==> src/lec_defines.vh <==
// constants for the link error classifier
// Operation
// - check received traffic; a fatal error sets device status bit 2.
// - send an upstream error message only when its reporting enable is set.
// - training, link protocol, flow control, malformed, rx overflow are fatal.
// - rx error, bad packet, bad link packet, replay timeout, rollover are correctable.
// - poisoned, end-to-end crc, unsupported, timeout, abort, unexpected, acs are non-fatal.
// - transmitter resends unacknowledged packet on timeout and raises replay errors.
// - receive path detects rx error, bad packet, bad link packet as correctable.
// - errors from own transmitted traffic never reach own status.
// - request address outside every base address range flags unsupported request.
// - requester reports completion timeout when no completion returns.
`ifndef LEC_DEFINES_VH
`define LEC_DEFINES_VH
// event vector bit positions
`define LEC_EV_TRAIN 0
`define LEC_EV_DLLPROT 1
`define LEC_EV_FCPROT 2
`define LEC_EV_MALF 3
`define LEC_EV_RXOVF 4
`define LEC_EV_RXERR 5
`define LEC_EV_BADPKT 6
`define LEC_EV_BADLNK 7
`define LEC_EV_RPLTO 8
`define LEC_EV_RPLROLL 9
`define LEC_EV_POISON 10
`define LEC_EV_ECRC 11
`define LEC_EV_UR 12
`define LEC_EV_CPLTO 13
`define LEC_EV_CA 14
`define LEC_EV_UC 15
`define LEC_EV_ACS 16
`define LEC_NUM_EV 17
// class masks over the event vector
`define LEC_FATAL_MASK 17'h0001F
`define LEC_CORR_MASK 17'h003E0
`define LEC_NF_MASK 17'h1FC00
// device status bit positions
`define LEC_ST_CORR 0
`define LEC_ST_NF 1
`define LEC_ST_FATAL 2
`define LEC_ST_UR 3
`define LEC_ST_RST 4'h0
// device control enable positions
`define LEC_EN_CORR 0
`define LEC_EN_NF 1
`define LEC_EN_FATAL 2
`define LEC_EN_UR 3
// message codes
`define LEC_MSG_CORR 2'h0
`define LEC_MSG_NF 2'h1
`define LEC_MSG_FATAL 2'h3
// timing
`define LEC_ACK_TO_NS 2000
`define LEC_CPL_TO_NS 50000000
`define LEC_CLK_NS 10
`define LEC_ACK_TO_CYC (`LEC_ACK_TO_NS / `LEC_CLK_NS)
`define LEC_CPL_TO_CYC (`LEC_CPL_TO_NS / `LEC_CLK_NS)
`define LEC_ROLL_MAX 2'h3
`endif

==> src/lec_bar_match.v <==
// address check against the base address ranges
`timescale 1ns/1ns
module lec_bar_match #(
    parameter NUM_BAR = 2,
    parameter AW = 32
) (
    // request address
    input wire [AW-1:0] req_addr,
    // ranges, packed base and limit per bar
    input wire [NUM_BAR*AW-1:0] bar_base,
    input wire [NUM_BAR*AW-1:0] bar_limit,
    input wire [NUM_BAR-1:0] bar_en,
    // result
    output wire hit
);
    wire [NUM_BAR-1:0] hit_vec;
    genvar i;
    // one comparator pair per bar
    generate
        for (i = 0; i < NUM_BAR; i = i + 1)
        begin : g_bar
            assign hit_vec[i] = bar_en[i] &&
                (req_addr >= bar_base[i*AW +: AW]) &&
                (req_addr <= bar_limit[i*AW +: AW]);
        end
    endgenerate
    assign hit = |hit_vec; // outside every range means no hit
endmodule // lec_bar_match

==> src/lec_link_error_classifier.v <==
// link error classifier: detect, classify, record and report link errors
`timescale 1ns/1ns
`include "lec_defines.vh"
module lec_link_error_classifier #(
    parameter NUM_BAR = 2,
    parameter AW = 32,
    parameter ACK_TO_CYC = `LEC_ACK_TO_CYC,
    parameter CPL_TO_CYC = `LEC_CPL_TO_CYC
) (
    // clock and reset
    input wire mclk,
    input wire rstn,
    // external event pins, asynchronous
    input wire train_err,
    input wire dll_prot_err,
    input wire fc_prot_err,
    input wire rx_overflow,
    input wire rx_phy_err,
    // receive path checks, same clock
    input wire rx_pkt_valid,
    input wire rx_pkt_crc_bad,
    input wire rx_pkt_malformed,
    input wire rx_pkt_poisoned,
    input wire rx_pkt_ecrc_bad,
    input wire rx_pkt_is_req,
    input wire rx_pkt_is_cpl,
    input wire rx_pkt_ca,
    input wire rx_pkt_acs_viol,
    input wire [AW-1:0] rx_pkt_addr,
    input wire rx_lnk_valid,
    input wire rx_lnk_crc_bad,
    input wire rx_ack,
    // base address ranges
    input wire [NUM_BAR*AW-1:0] bar_base,
    input wire [NUM_BAR*AW-1:0] bar_limit,
    input wire [NUM_BAR-1:0] bar_en,
    // transmit side
    input wire tx_pkt_sent,
    input wire tx_req_sent,
    // device control enables and status clear
    input wire [3:0] dev_ctrl_en,
    input wire [3:0] dev_status_clr,
    // outputs
    output reg [3:0] dev_status_ff,
    output reg msg_valid_ff,
    output reg [1:0] msg_code_ff,
    output reg replay_req_ff,
    output reg [`LEC_NUM_EV-1:0] ev_seen_ff
);
    // ****************************************************************
    // pin synchronisers
    // ****************************************************************
    reg [4:0] pin_s1_ff;
    reg [4:0] pin_s2_ff;
    reg [4:0] pin_d_ff;
    wire [4:0] pin_raw = {rx_phy_err, rx_overflow, fc_prot_err, dll_prot_err, train_err};
    // two stages; only the second stage feeds edge detection
    always @(posedge mclk or negedge rstn)
    begin
        if (!rstn)
        begin
            pin_s1_ff <= 5'h00;
            pin_s2_ff <= 5'h00;
            pin_d_ff <= 5'h00;
        end
        else
        begin
            pin_s1_ff <= pin_raw;
            pin_s2_ff <= pin_s1_ff;
            pin_d_ff <= pin_s2_ff;
        end
    end
    wire [4:0] pin_rise = pin_s2_ff & ~pin_d_ff; // level pins count once per assertion

    // ****************************************************************
    // receive checks
    // ****************************************************************
    wire bar_hit;
    lec_bar_match #(
        .NUM_BAR(NUM_BAR),
        .AW(AW)
    ) u_bar (
        .req_addr(rx_pkt_addr),
        .bar_base(bar_base),
        .bar_limit(bar_limit),
        .bar_en(bar_en),
        .hit(bar_hit)
    );
    // a crc-bad packet is only a bad packet; its contents are not trusted
    wire pkt_ok = rx_pkt_valid && !rx_pkt_crc_bad;
    wire ev_badpkt = rx_pkt_valid && rx_pkt_crc_bad;
    wire ev_badlnk = rx_lnk_valid && rx_lnk_crc_bad;
    wire ev_malf = pkt_ok && rx_pkt_malformed;
    wire pkt_good = pkt_ok && !rx_pkt_malformed;
    wire ev_poison = pkt_good && rx_pkt_poisoned;
    wire ev_ecrc = pkt_good && !rx_pkt_poisoned && rx_pkt_ecrc_bad;
    wire pkt_clean = pkt_good && !rx_pkt_poisoned && !rx_pkt_ecrc_bad;
    wire ev_ur = pkt_clean && rx_pkt_is_req && !bar_hit;
    wire ev_acs = pkt_clean && rx_pkt_is_req && bar_hit && rx_pkt_acs_viol;
    wire ev_ca = pkt_clean && rx_pkt_is_cpl && rx_pkt_ca;

    // ****************************************************************
    // replay timer and rollover
    // ****************************************************************
    reg [31:0] ack_cnt_ff;
    reg ack_wait_ff;
    reg [1:0] roll_cnt_ff;
    wire ack_expire = ack_wait_ff && (ack_cnt_ff == 32'h00000000);
    wire ev_rplto = ack_expire;
    wire ev_rplroll = ack_expire && (roll_cnt_ff == `LEC_ROLL_MAX);
    // timer restarts on each send or replay; an ack stops it and wins over a send in the same cycle
    always @(posedge mclk or negedge rstn)
    begin
        if (!rstn)
        begin
            ack_cnt_ff <= 32'h00000000;
            ack_wait_ff <= 1'b0;
            roll_cnt_ff <= 2'h0;
            replay_req_ff <= 1'b0;
        end
        else
        begin
            replay_req_ff <= ack_expire;
            if (rx_ack)
            begin
                ack_wait_ff <= 1'b0;
                roll_cnt_ff <= 2'h0;
            end
            else if (tx_pkt_sent || ack_expire)
            begin
                ack_wait_ff <= 1'b1;
                ack_cnt_ff <= ACK_TO_CYC - 1;
                if (ack_expire)
                    roll_cnt_ff <= roll_cnt_ff + 2'h1;
            end
            else if (ack_wait_ff)
                ack_cnt_ff <= ack_cnt_ff - 32'h00000001;
        end
    end

    // ****************************************************************
    // completion timer
    // ****************************************************************
    reg [31:0] cpl_cnt_ff;
    reg cpl_wait_ff;
    wire cpl_arrive = pkt_clean && rx_pkt_is_cpl;
    wire cpl_expire = cpl_wait_ff && (cpl_cnt_ff == 32'h00000000);
    wire ev_cplto = cpl_expire;
    // completion with nothing outstanding; an abort status already names the cause
    wire ev_uc = cpl_arrive && !rx_pkt_ca && !cpl_wait_ff;
    // single outstanding request tracked; a simplification for small requesters
    always @(posedge mclk or negedge rstn)
    begin
        if (!rstn)
        begin
            cpl_cnt_ff <= 32'h00000000;
            cpl_wait_ff <= 1'b0;
        end
        else if (tx_req_sent)
        begin
            cpl_wait_ff <= 1'b1;
            cpl_cnt_ff <= CPL_TO_CYC - 1;
        end
        else if (cpl_arrive || cpl_expire)
            cpl_wait_ff <= 1'b0;
        else if (cpl_wait_ff)
            cpl_cnt_ff <= cpl_cnt_ff - 32'h00000001;
    end

    // ****************************************************************
    // classification
    // ****************************************************************
    wire [`LEC_NUM_EV-1:0] ev;
    assign ev[`LEC_EV_TRAIN] = pin_rise[0];
    assign ev[`LEC_EV_DLLPROT] = pin_rise[1];
    assign ev[`LEC_EV_FCPROT] = pin_rise[2];
    assign ev[`LEC_EV_MALF] = ev_malf;
    assign ev[`LEC_EV_RXOVF] = pin_rise[3];
    assign ev[`LEC_EV_RXERR] = pin_rise[4];
    assign ev[`LEC_EV_BADPKT] = ev_badpkt;
    assign ev[`LEC_EV_BADLNK] = ev_badlnk;
    assign ev[`LEC_EV_RPLTO] = ev_rplto;
    assign ev[`LEC_EV_RPLROLL] = ev_rplroll;
    assign ev[`LEC_EV_POISON] = ev_poison;
    assign ev[`LEC_EV_ECRC] = ev_ecrc;
    assign ev[`LEC_EV_UR] = ev_ur;
    assign ev[`LEC_EV_CPLTO] = ev_cplto;
    assign ev[`LEC_EV_CA] = ev_ca;
    assign ev[`LEC_EV_UC] = ev_uc;
    assign ev[`LEC_EV_ACS] = ev_acs;
    // masks are disjoint so each event lands in one class
    wire cls_fatal = |(ev & `LEC_FATAL_MASK);
    wire cls_corr = |(ev & `LEC_CORR_MASK);
    wire cls_nf = |(ev & `LEC_NF_MASK);
    // transmitted traffic has no event input here, so own status never sees it

    // ****************************************************************
    // status and messages
    // ****************************************************************
    reg [3:0] nxt_status;
    reg nxt_msg_valid;
    reg [1:0] nxt_msg_code;
    wire ur_allow = !ev_ur || dev_ctrl_en[`LEC_EN_UR];
    // set wins over clear; most severe message sent when several coincide
    always @*
    begin
        nxt_status = dev_status_ff & ~dev_status_clr;
        if (cls_corr)
            nxt_status[`LEC_ST_CORR] = 1'b1;
        if (cls_nf)
            nxt_status[`LEC_ST_NF] = 1'b1;
        if (cls_fatal)
            nxt_status[`LEC_ST_FATAL] = 1'b1;
        if (ev_ur)
            nxt_status[`LEC_ST_UR] = 1'b1;
        nxt_msg_valid = 1'b0;
        nxt_msg_code = `LEC_MSG_CORR;
        if (cls_fatal && dev_ctrl_en[`LEC_EN_FATAL])
        begin
            nxt_msg_valid = 1'b1;
            nxt_msg_code = `LEC_MSG_FATAL;
        end
        else if (cls_nf && dev_ctrl_en[`LEC_EN_NF] && ur_allow)
        begin
            nxt_msg_valid = 1'b1;
            nxt_msg_code = `LEC_MSG_NF;
        end
        else if (cls_corr && dev_ctrl_en[`LEC_EN_CORR])
        begin
            nxt_msg_valid = 1'b1;
            nxt_msg_code = `LEC_MSG_CORR;
        end
    end
    // registered outputs
    always @(posedge mclk or negedge rstn)
    begin
        if (!rstn)
        begin
            dev_status_ff <= `LEC_ST_RST;
            msg_valid_ff <= 1'b0;
            msg_code_ff <= `LEC_MSG_CORR;
            ev_seen_ff <= {`LEC_NUM_EV{1'b0}};
        end
        else
        begin
            dev_status_ff <= nxt_status;
            msg_valid_ff <= nxt_msg_valid;
            msg_code_ff <= nxt_msg_code;
            ev_seen_ff <= ev; // debug view of the cause, one cycle per event
        end
    end
endmodule // lec_link_error_classifier

==> config.mk <==
export PLATFORM = sky130hd
export DESIGN_NAME = lec_link_error_classifier
export DESIGN_NICKNAME = d
export VERILOG_FILES = /design/src/lec_bar_match.v /design/src/lec_link_error_classifier.v
export VERILOG_INCLUDE_DIRS = /design/src
export SDC_FILE = /design/constraint.sdc
export NUM_CORES = 1
export LEC_CHECK = 0
export BUFFER_PORTS_ARGS = -buffer_cell sky130_fd_sc_hd__buf_4
export CORE_UTILIZATION = 51
export DETAILED_ROUTE_END_ITERATION = 6
export PLACE_DENSITY = 0.78
export SYNTH_ARGS = -nofsm -noshare
export SYNTH_HDL_FRONTEND = slang
export SYNTH_SLANG_ARGS = --single-unit
==> constraint.sdc <==
create_clock -name mclk -period 3.4 [get_ports mclk]
set_input_delay 0.51 -clock mclk [delete_from_list [all_inputs] [get_ports mclk]]
set_output_delay 0.51 -clock mclk [all_outputs]
set_load 0.01 [all_outputs]
### After elaboration in Yosys (flattened, before gate mapping)

Index checks and enable logic that the tools add are counted.

| storage, ports and cells | value |
|---|---|
| flip-flop bits (word level) | 108 |
| bits of input ports | 191 |
| word-level logic and storage cells | 101 |

| cells by class | value |
|---|---|
| add/subtract/negate cells | 3 |
| order comparisons | 4 |
| equality and inequality tests | 2 |
| multiplexer cells | 21 |
| bitwise gates (word level) | 5 |
| reduce and logical (&&, ||, !) cells | 53 |

Operators by type and width:

| cell | number |
|---|---|
| two-way mux 32 bit | 5 |
| greater-or-equal comparator 32 bit | 2 |
| <= comparator 32 bit | 2 |
| zero test 32 bit | 2 |
| subtractor 32 x 1 -> 32 bit (second input constant) | 2 |
| logical AND 1 bit | 28 |
| two-way mux 1 bit | 12 |
| nonzero test 2 bit | 5 |
| OR reduction 5 bit | 2 |
| zero test 1 bit | 8 |
| two-way mux 2 bit | 4 |
| OR reduction 7 bit | 1 |
| AND reduction 2 bit | 3 |
| bitwise AND 5 bit | 1 |
| NOT 5 bit | 1 |
| bitwise AND 4 bit | 1 |
| NOT 4 bit | 1 |
| logical OR 1 bit | 3 |
| adder 2 x 1 -> 2 bit (second input constant) | 1 |
| == test 2 bit (second input constant) | 1 |
| inequality test 2 bit (second input constant) | 1 |
| OR reduction 2 bit | 1 |
| NOT 1 bit | 1 |

### Depth between registers and ports, before layout

Gate-level depths: netlist (run 1).

| depth | value |
|---|---|
| depth in word-level cells | 13 |
| gate-level depth with buffers | 11 |

### Modules after synthesis

A second synthesis (run 1) with hierarchy kept.

| second synthesis, totals | value |
|---|---|
| cells, all modules | 982 |
| area, all modules | 8470.6 µm² |

Modules (own cells, without submodules):

| module | times used | cells each | area an instance (µm²) |
|---|---|---|---|
| lec_link_error_classifier | 1 | 533 | 5258.8 |
| lec_bar_match | 1 | 449 | 3211.8 |

### Worst setup path after synthesis (run 1)

OpenSTA, ideal clock, no wires.

| timing path | value |
|---|---|
| kind | flip-flop to flip-flop |
| start point | register cpl_cnt_ff[10] |
| end point | register cpl_cnt_ff[26] |
| arrival time | 2.404 ns |
| data required time | 3.268 ns |
| slack | 0.864 ns |
| stages on the path, launching flop included | 10 |
| path buffers | 1 |
| clock period less this slack | 2.536 ns |
| cells stage by stage | dfrtp_1 or4_4 or4b_4 nor4_4 or2_2 buf_4 nor3_2 nand2_1 xor2_1 nor2_1 |

| between the ends | value |
|---|---|
| word-level cells in the longest chain between the ends | 5 |
| elaborated cells on any way between the ends | 9 |

RTL lines:

| element | RTL line | text |
|---|---|---|
| start: declaration | lec_link_error_classifier.v:144 | `reg [31:0] cpl_cnt_ff;` |
| start signal: assignment | lec_link_error_classifier.v:162 | `cpl_cnt_ff <= CPL_TO_CYC - 1;` |
| start signal: assignment | lec_link_error_classifier.v:167 | `cpl_cnt_ff <= cpl_cnt_ff - 32'h00000001;` |
| parallel branches: the longest is 5 deep, another holds subtractor 32 x 1 -> 32 bit | -- |  |

Parallel ways; which one is timed is not known. The select of a mux whose other input is x is not followed.
A chain may end at the register's enable or synchronous reset.

### Worst setup path after layout (run 1)

| timing path | value |
|---|---|
| start point | register ack_cnt_ff[8] |
| end point | register ack_cnt_ff[12] |

| between the ends | value |
|---|---|
| word-level cells in the longest chain between the ends | 5 |
| elaborated cells on any way between the ends | 8 |

RTL lines:

| element | RTL line | text |
|---|---|---|
| start: declaration | lec_link_error_classifier.v:105 | `reg [31:0] ack_cnt_ff;` |
| start signal: assignment | lec_link_error_classifier.v:132 | `ack_cnt_ff <= ACK_TO_CYC - 1;` |
| start signal: assignment | lec_link_error_classifier.v:137 | `ack_cnt_ff <= ack_cnt_ff - 32'h00000001;` |
| parallel branches: the longest is 5 deep, another holds subtractor 32 x 1 -> 32 bit | -- |  |

Parallel ways; which one is timed is not known. The select of a mux whose other input is x is not followed.

==> results of run 1 <==
-- Yosys cell counts (11+ instances only) --
master / number / area (um2)
a21o_1: 14 / 105
or3_1: 14 / 87.6
o21ai_0: 53 / 265
nor2_1: 77 / 289
xnor2_1: 18 / 158
nor3_1: 24 / 120
nand2_1: 86 / 323
nand4_1: 22 / 138
nand3_1: 27 / 135
inv_1: 145 / 544
nand2b_1: 11 / 68.8
a21oi_1: 61 / 305
ha_1: 131 / 1640
dfrtp_1: 107 / 2680
-- worst max-delay path, stage by stage (launching register included) --
cell	delay, ns
dfrtp_1	0.40
or3_1	0.39
or3_1	0.47
nor4b_4	0.35
a211oi_1	0.20
nand2_1	0.44
o21ai_0	0.18
a32o_1	0.22
-- cells by family after synthesis --
family,count (synthesis),share of synthesized area [%]
xor gates and xnor gates,28,3.05
DFF,107,33.3
AOI/OAI and AO/OA,188,14.4
adders and majority gates,131,20.4
and+or+nand+nor,328,21.1
muxes,1,0.125
buffers and inverters,159,7.63
-- flip-flops by register name, summed over array words and instances, names as in the netlist --
| name | cells |
|---|---|
| pin_s2_ff | 5 |
| msg_code_ff | 2 |
| ev_seen_ff | 17 |
| pin_s1_ff | 5 |
| pin_d_ff | 5 |
| dev_status_ff | 4 |
| ack_cnt_ff | 32 |
| cpl_wait_ff | 1 |
| roll_cnt_ff | 2 |
| ack_wait_ff | 1 |
| msg_valid_ff | 1 |
| cpl_cnt_ff | 32 |
-- power groups by stage --
stage                     combinational (mW)  clock, mW  sequential, mW
after detailed placement               0.700          0            1.36
after CTS                              0.703      0.983            1.33
after global placement                 0.683          0            1.35
after floorplan                        0.345          0            1.35
after global routing                   0.798       1.03            1.34
final                                  0.701      0.962            1.33
-- final timing paths --
kind	from	end	slack [ns]	cells after the start
setup reg to reg	ack_cnt_ff[8]	ack_cnt_ff[12]	0.64	7
hold / removal	rstn	cpl_cnt_ff[27]	0.17	1
max in group asynchronous	rstn	ack_cnt_ff[5]	2.51	2
min in group mclk	dll_prot_err	pin_s1_ff[1]	0.26	1
setup / recovery	ack_cnt_ff[8]	ack_cnt_ff[12]	0.64	7
hold reg to reg	pin_s1_ff[0]	pin_s2_ff[0]	0.35	0
-- layer usage --
layer | vias to the layer above | wire length (um)
met5 | - | 0
met4 | 0 | 692
met3 | 43 | 1280
met2 | 263 | 10000
met1 | 3505 | 9690
li1 | 3710 | -
-- area by class of cell --
cell class                      instances  area, um2  area share (%)
Multi-Input combinational cell        676       4740            46.7
Inverter                              145        544            5.35
Clock inverter                          7       52.6           0.517
Sequential cell                       107       2680            26.3
Timing Repair Buffer                  219       1660            16.3
Clock buffer                            9        225            2.22
Tap cell                              211        264            2.60
-- through the flow --
stage | utilization (%) | worst slack [ns] | hold slack (ns)
after floorplan | - | 0.864 | 0.214
after global placement | 64.6 | 0.636 | 0.332
after detailed placement | 64.6 | 0.564 | 0.337
after CTS | 66.4 | 0.654 | 0.184
after global routing | 66.4 | 0.437 | 0.229
final | 66.4 | 0.637 | 0.174
==> results.yml, run 1 <==
global_route:
  grt_max_degree: 59
  grt_pass1_vias: 7321
  top_usage_layer: "met2"
  globalRouteTotalUtil_pct: 27.7
  grt_pass1_wl_um: 35300
  overflow: 0
  antenna_found_initial: 0
  use_met2_pct: 45.2
  use_met1_pct: 36.5
  use_met3_pct: 4.61
timing:
  max_freq_mhz: 362
  setup-violations-final: 0
  worst_pin_slew_ns: 0.761
  fin_crit_ns: 2.76
  clock_skew_ns: 0.00794
  tns_ns: 0
  rsz0062_at_grt: "no"
  hold_violations: 0
  slew_viol_final: 0
  relSlewSlack_pct: 48.8
  post-route-period-util_pct: 81.3
finish:
  final_area_um2: 10200
  antennaDiodeCount: 0
  fin_nets: 1480
  stdcell_count: 1374
  fillCellCount: 1290
  layout_common_cells: "buf_4, inv_1, ha_1"
  final_common_cell: "buf_4"
  layout-drive-gt1-share_pct: 21.8
  syn2layout_area_growth_pct: 26.5
clock_tree:
  clock_latency_ns: 0.35
  clock-sinks: 107
  tritoncts: "yes"
  post_cts_buffers: 0
  clk_pin_slew_ns: 0.07
  htreeDepth: 3
  cts_hold_buf: 0
  cts-root-buf: "clkbuf_16"
  cts_buffers: 9
  cts_resized: 0
  cts_buffer_depth: 2
placed_design:
  dp_hpwl_um: 17700
  gp_congestion: 0.947
  placed_cells: 1358
  postPlaceCellArea_um2: 9890
  io_buffers: 215
run:
  drv_cap: 0
synthesis:
  synth_cell_types: 67
  async_flop_share_pct: 100
  synth-seq-cells: 107
  synth_flop_cell: "dfrtp_1"
  synth_edf_count: 0
  synth_nets: 1264
  synth_seq_area_share_pct: 33.3
  avgSynthCellArea_um2: 8.53
  ys.warnings.count: 0
  synth_area_um2: 8040
  netlist_instances: 942
power:
  clockPowerShare_pct: 32.1
  p_per_area_nw_per_um2: 295
  cellInternalPower_mw: 2.15
  switchingPower_uw: 843
  power_mw: 2.99
  pwr-share-comb_pct: 23.4
  peakVddDrop_mv: 0.225
  switching_share_pct: 28.1
  p_seq_share_pct: 44.4
  p_leak_nw: 5.35
worst_setup_path:
  start_kind: "flop"
  end_kind: "flop"
  path_class: "reg2reg"
  crit_arrival_ns: 3.01
  crit_fanout: 15
  worstPathRequired_ns: 3.64
min_path:
  hold_path_class: "in2async"
route:
  drt_iter0_markers: 415
  firstDrtPassIters: 5
  ant_nets: 0
  viasPerCell: 5.47
  wl_per_cell_um: 15.8
  drc_errors: 0
  vias: 7521
  wl_um: 21700
die:
  core-area_um2: 15300
  die_h_um: 128
  die_area_um2: 16300
  die_w_um: 128
  rows: 45
  pin_count: 216
  initial_utilization_pct: 52.5
status:
  status: "complete, no violations"
Note: power is estimated with default switching activity, not from simulation.
==> inputs of run 2 (changes only) <==
ABC_AREA = 1   (was default)
CORE_UTILIZATION = 50   (was 51)
PLACE_DENSITY = 0.79   (was 0.78)
clock period = 2.5 ns   (was 3.4 ns; I/O delays follow)
==> results.yml, run 2 <==
min_path:
  hold_start: "train_err"
  hold_path_class: "in2reg"
synthesis:
  avgSynthCellArea_um2: 7.48
  synth_top_area_share_pct: 30.7
  ys.warnings.count: 0
  synth_nets: 1487
  synth_area_um2: 8710
  async_flop_share_pct: 100
  netlist_instances: 1165
  synth_cell_types: 47
  synth_seq_area_share_pct: 30.7
  synth-seq-cells: 107
  synth.most_common_cell: "inv_1"
  synthTopCellsByArea: "dfrtp_1, ha_1, inv_1"
  yosys.area.top_type: "dfrtp_1"
  synth_common_cells: "inv_1, nand2_1, ha_1, nor2_1, dfrtp_1"
  synth_flop_cell: "dfrtp_1"
  synth_edf_count: 0
die:
  core-area_um2: 16800
  rows: 47
  die_h_um: 134
  initial_utilization_pct: 51.8
  die_w_um: 134
  die_area_um2: 18000
  pin_count: 216
clock_tree:
  cts_buffers: 9
  clock-sinks: 107
  tritoncts: "yes"
  cts-root-buf: "clkbuf_16"
  cts_resized: 0
  htreeDepth: 3
  cts_buffer_depth: 2
  clk_pin_slew_ns: 0.07
  clock_latency_ns: 0.35
  post_cts_buffers: 0
  cts_hold_buf: 1
worst_setup_path:
  rrSetupSlack_ns: 0.24
  path_class: "reg2reg"
  crit_family: "simple AND/OR/NAND/NOR gates"
  r2r_cells: 13
  crit_arrival_ns: 2.48
  worstReg2RegEnd: "ack_cnt_ff[15]"
  startpoint: "ack_cnt_ff[0]"
  path_depth: 13
  critPathMaxStageDelay_ns: 0.41
  r2r-start: "ack_cnt_ff[0]"
  crit_chain: "inv_1, ha_1, nand3_4, nor2_4, nand2_2, nor3_4, nand2_2, inv_2, nor2_2, nand2_4, inv_1, o21ai_0, o22ai_1"
  critPathBufInv: 3
  crit_fanout: 11
  cp-endpoint: "ack_cnt_ff[15]"
  start_kind: "flop"
  worstPathRequired_ns: 2.72
  end_kind: "flop"
  cpMaxStageDelayCell: "dfrtp_1"
finish:
  fillCellCount: 1492
  final_common_cell: "inv_1"
  antennaDiodeCount: 0
  stdcell_count: 1618
  layout-drive-gt1-share_pct: 22.1
  layout_common_cells: "inv_1, buf_4, nand2_1"
  fin_nets: 1715
  top_regs: "ack_cnt_ff x32, cpl_cnt_ff x32, ev_seen_ff x17"
  syn2layout_area_growth_pct: 25.8
power:
  p_seq_share_pct: 42.1
  peakVddDrop_mv: 0.344
  switching_share_pct: 28.1
  p_per_area_nw_per_um2: 388
  pwr-share-comb_pct: 22.5
  cellInternalPower_mw: 3.05
  clockPowerShare_pct: 35.4
  p_leak_nw: 6.21
  switchingPower_mw: 1.20
timing:
  setup-violations-final: 0
  rsz0062_at_grt: "no"
  tns_ns: 0
  max_freq_mhz: 443
  hold_violations: 0
  relSlewSlack_pct: 67.0
  fin_crit_ns: 2.26
  clock_skew_ns: 0.00948
  post-route-period-util_pct: 90.3
  worst_pin_slew_ns: 0.490
  slew_viol_final: 0
placed_design:
  io_buffers: 215
  dp_hpwl_um: 18400
  placed_cells: 1601
  gp_congestion: 0.915
route:
  wl_um: 22000
  firstDrtPassIters: 5
  viasPerCell: 5.05
  ant_nets: 0
  drt_iter0_markers: 445
  vias: 8171
  drc_errors: 0
  wl_per_cell_um: 13.6
status:
  status: "complete, no violations"
global_route:
  overflow: 0
  antenna_found_initial: 0
  grt_pass1_wl_um: 36100
  grt_max_degree: 41
  globalRouteTotalUtil_pct: 25.2
  grt_pass1_vias: 8021
run:
  drv_cap: 0
==> run 2: cell count changes after synthesis, moves of 16 or more <==
cell | before | now
xnor2_1 | 18 | 2
nand2_1 | 86 | 219
nor2_1 | 77 | 121
inv_1 | 145 | 243
==> run 2: kinds of logic after synthesis <==
kind of cell	Yosys count	synth area share (%)
AO/OA/AOI/OAI	164	10.6
XOR/XNOR	26	2.61
buffers and inverters	268	11.9
AND/OR/NAND/NOR	469	25.3
flip-flops	107	30.7
adder cells (fa/ha/maj)	131	18.8
==> run 2: area by class of cell <==
type | count | area, um2 | share of cell area, %
clock inverters | 6 | 78.8 | 0.719
flip-flops and latches | 107 | 2680 | 24.4
well taps | 220 | 275 | 2.51
repair buffers | 228 | 1730 | 15.8
clock buffers | 10 | 239 | 2.18
inverters | 257 | 965 | 8.80
multi-input cells | 790 | 4990 | 45.6
==> run 2: per-layer routing <==
layer	GRT usage [%]	routed length [um]	part of all wire, %	up-vias
li1	-	-	-	4165
met1	30.9	9630	44	3748
met2	44.2	10700	49	203
met3	4.46	963	4.4	55
met4	8.71	666	3.0	0
met5	0	0	0	-
==> run 2: worst reg2reg max path: cells and delay by family (launching register included) <==
family	cells	cell delay (ns)
fa+ha+maj	1	0.24
buf+inv	3	0.32
flops	1	0.41
simple gates	7	0.94
compound gates	2	0.22
==> run 2: stage by stage <==
step / hold slack (ns) / utilization [%] / setup slack (ns) / cell area (um2) / power (mW)
after global routing: 0.109 / 65.1 / 0.0682 / 11000 / 4.49
after detailed placement: 0.332 / 63.2 / 0.128 / 10600 / 2.78
after floorplan: 0.0794 / - / 0.534 / 8710 / 2.30
after CTS: 0.114 / 65.1 / 0.226 / 11000 / 4.29
after global placement: 0.331 / 63.2 / 0.153 / 10600 / 2.75
final: 0.127 / 65.1 / 0.242 / 11000 / 4.25
==> run 2: power by group through the flow <==
stage | sequential, mW | clock (mW) | combinational (mW)
2_1_floorplan | 1.83 | 0 | 0.469
3_3_place_gp | 1.82 | 0 | 0.923
3_5_place_dp | 1.82 | 0 | 0.956
4_1_cts | 1.79 | 1.54 | 0.962
5_1_grt | 1.79 | 1.61 | 1.09
6_report | 1.79 | 1.50 | 0.956
==> run 2: worst min path at each step <==
| stage | end | slack, ns | depth (start not counted) |
|---|---|---|---|
| finish | pin_s1_ff[0] | 0.13 | 1 |
| global route | pin_s1_ff[0] | 0.11 | 1 |
| CTS | pin_s1_ff[0] | 0.11 | 1 |
| detailed placement | ev_seen_ff[9] | 0.33 | 1 |
| global placement | ev_seen_ff[9] | 0.33 | 1 |
| floorplan | ack_cnt_ff[0] | 0.08 | 0 |
==> inputs of run 3 (changes only) <==
CTS_CLUSTER_SIZE = 40   (was default)
SLEW_MARGIN = 10   (was default)
clock period = 1.84 ns   (was 2.5 ns; I/O delays follow)
==> results.yml, run 3 (synthesis gave the netlist of run 2 again) <==
status:
  status: "complete, but fails checks"
  failed_checks: "negative setup slack"
die:
  die_area_um2: 18000
  die_w_um: 134
  pin_count: 216
  core-area_um2: 16800
  initial_utilization_pct: 51.8
  rows: 47
  die_h_um: 134
timing:
  setup_ws_ns: -0.406
  slew_viol_final: 0
  hold_violations: 0
  setup-violations-final: 68
  fin_crit_ns: 2.25
  relSlewSlack_pct: 56.7
  clock_skew_ns: 0.00674
  tns_ns: -13.61
  post-route-period-util_pct: 122
  rsz0062_at_grt: "yes"
  max_freq_mhz: 445
  worst_pin_slew_ns: 0.649
worst_setup_path:
  r2r-start: "cpl_cnt_ff[0]"
  critPathBufInv: 4
  end_kind: "flop"
  path_depth: 13
  startpoint: "cpl_cnt_ff[0]"
  crit_arrival_ns: 2.48
  crit_family: "simple AND/OR/NAND/NOR gates"
  r2r_cells: 13
  critPathMaxStageDelay_ns: 0.40
  crit_chain: "inv_2, buf_6, ha_4, nand4_4, nor2_4, nand4_4, nand3b_4, nand2_4, buf_12, inv_8, nand2_2, xor2_1, nor2_1"
  worstPathRequired_ns: 2.08
  cp_common_cell: "nand4_4"
  start_kind: "flop"
  cpMaxStageDelayCell: "dfrtp_1"
  rrSetupSlack_ns: -0.41
  path_class: "reg2reg"
  worstReg2RegEnd: "cpl_cnt_ff[31]"
  crit_fanout: 5
  cp-endpoint: "cpl_cnt_ff[31]"
finish:
  final_common_cell: "buf_4"
  syn2layout_area_growth_pct: 52.2
  layout_common_cells: "buf_4, inv_1, nand2_1"
  antennaDiodeCount: 0
  fin_nets: 1869
  layout-drive-gt1-share_pct: 38.9
  top_regs: "ack_cnt_ff x32, cpl_cnt_ff x32, ev_seen_ff x17"
clock_tree:
  htreeDepth: 3
  tritoncts: "yes"
  cts_buffers: 9
  cts-root-buf: "clkbuf_16"
  clk_pin_slew_ns: 0.07
  clock-sinks: 107
  cts_buffer_depth: 2
  clock_latency_ns: 0.36
power:
  p_leak_nw: 7.12
  p_per_area_nw_per_um2: 450
  peakVddDrop_mv: 0.555
route:
  drc_errors: 0
  ant_nets: 0
  wl_per_cell_um: 16.7
  firstDrtPassIters: 5
  drt_iter0_markers: 508
  wl_um: 29600
  vias: 9460
  viasPerCell: 5.34
placed_design:
  gp_congestion: 0.914
  post-place-ws_ns: -0.404
  dp_hpwl_um: 20100
  io_buffers: 215
global_route:
  globalRouteTotalUtil_pct: 29.5
  grt_max_degree: 40
  antenna_found_initial: 0
  grt_pass1_vias: 9129
  overflow: 0
  grt_pass1_wl_um: 42200
run:
  drv_cap: 0
min_path:
  hold_path_class: "in2reg"
## run 3: how the worst min path moves through the flow
| stage | start | to | slack, ns | depth (start not counted) |
|---|---|---|---|---|
| 6_report | dll_prot_err | pin_s1_ff[1] | 0.02 | 1 |
| 5_1_grt | dll_prot_err | pin_s1_ff[1] | 0.02 | 1 |
| 4_1_cts | rx_overflow | pin_s1_ff[3] | 0.02 | 1 |
| 3_5_place_dp | rstn | roll_cnt_ff[0] | 0.16 | 1 |
| 3_3_place_gp | rstn | roll_cnt_ff[0] | 0.16 | 1 |
| 2_1_floorplan | rstn | ack_cnt_ff[0] | -0.02 | 0 |
## run 3: layout make-up
| cell class | count | area, um2 |
|---|---|---|
| fill | 1105 | 3560 |
| tap | 220 | 275 |
| timing repair inverter | 3 | 36.3 |
| multi-input combinational | 790 | 5900 |
| timing repair buffer | 379 | 3100 |
| clock inverter | 3 | 22.5 |
| sequential | 107 | 2680 |
| clock buffer | 12 | 256 |
| inverter | 257 | 988 |
## run 3: through the flow
step | instance area (um2) | power, mW | hold WS, ns | util, % | std cells
CTS | 12500 | 5.77 | 0.0242 | 74.0 | 1751
detailed placement | 11500 | 3.87 | 0.159 | 68.2 | 1708
floorplan | 8730 | 3.13 | -0.0196 | - | 1165
finish | 13300 | 5.97 | 0.0182 | 78.8 | 1771
global placement | 11500 | 3.80 | 0.159 | 68.2 | 1708
global route | 13300 | 6.23 | 0.0219 | 78.8 | 1771
## run 3: per-layer routing
layer / part of all wire, % / global-route usage [%] / wire [um]
met5: 0 / 0 / 0
met4: 4.3 / 11.4 / 1290
met3: 5.2 / 4.20 / 1550
met2: 52 / 54.1 / 15400
met1: 38 / 34.6 / 11300
## run 3: report_power, final
group          leakage (nW)  internal (mW)  total (mW)  switching, mW
combinational          5.64          0.809        1.66          0.848
sequential             1.34           2.41        2.44         0.0332
clock                 0.139          0.991        1.87          0.881
total                  7.12           4.21        5.97           1.76
## run 3: repair_timing
action,in CTS,in global routing
cloned,4,0
pin swaps,27,62
setup buffers,25,27
hold endpoints to repair,12,0
endpoints found under the setup margin,68,74
hold buffers,1,0
resized for setup,114,146
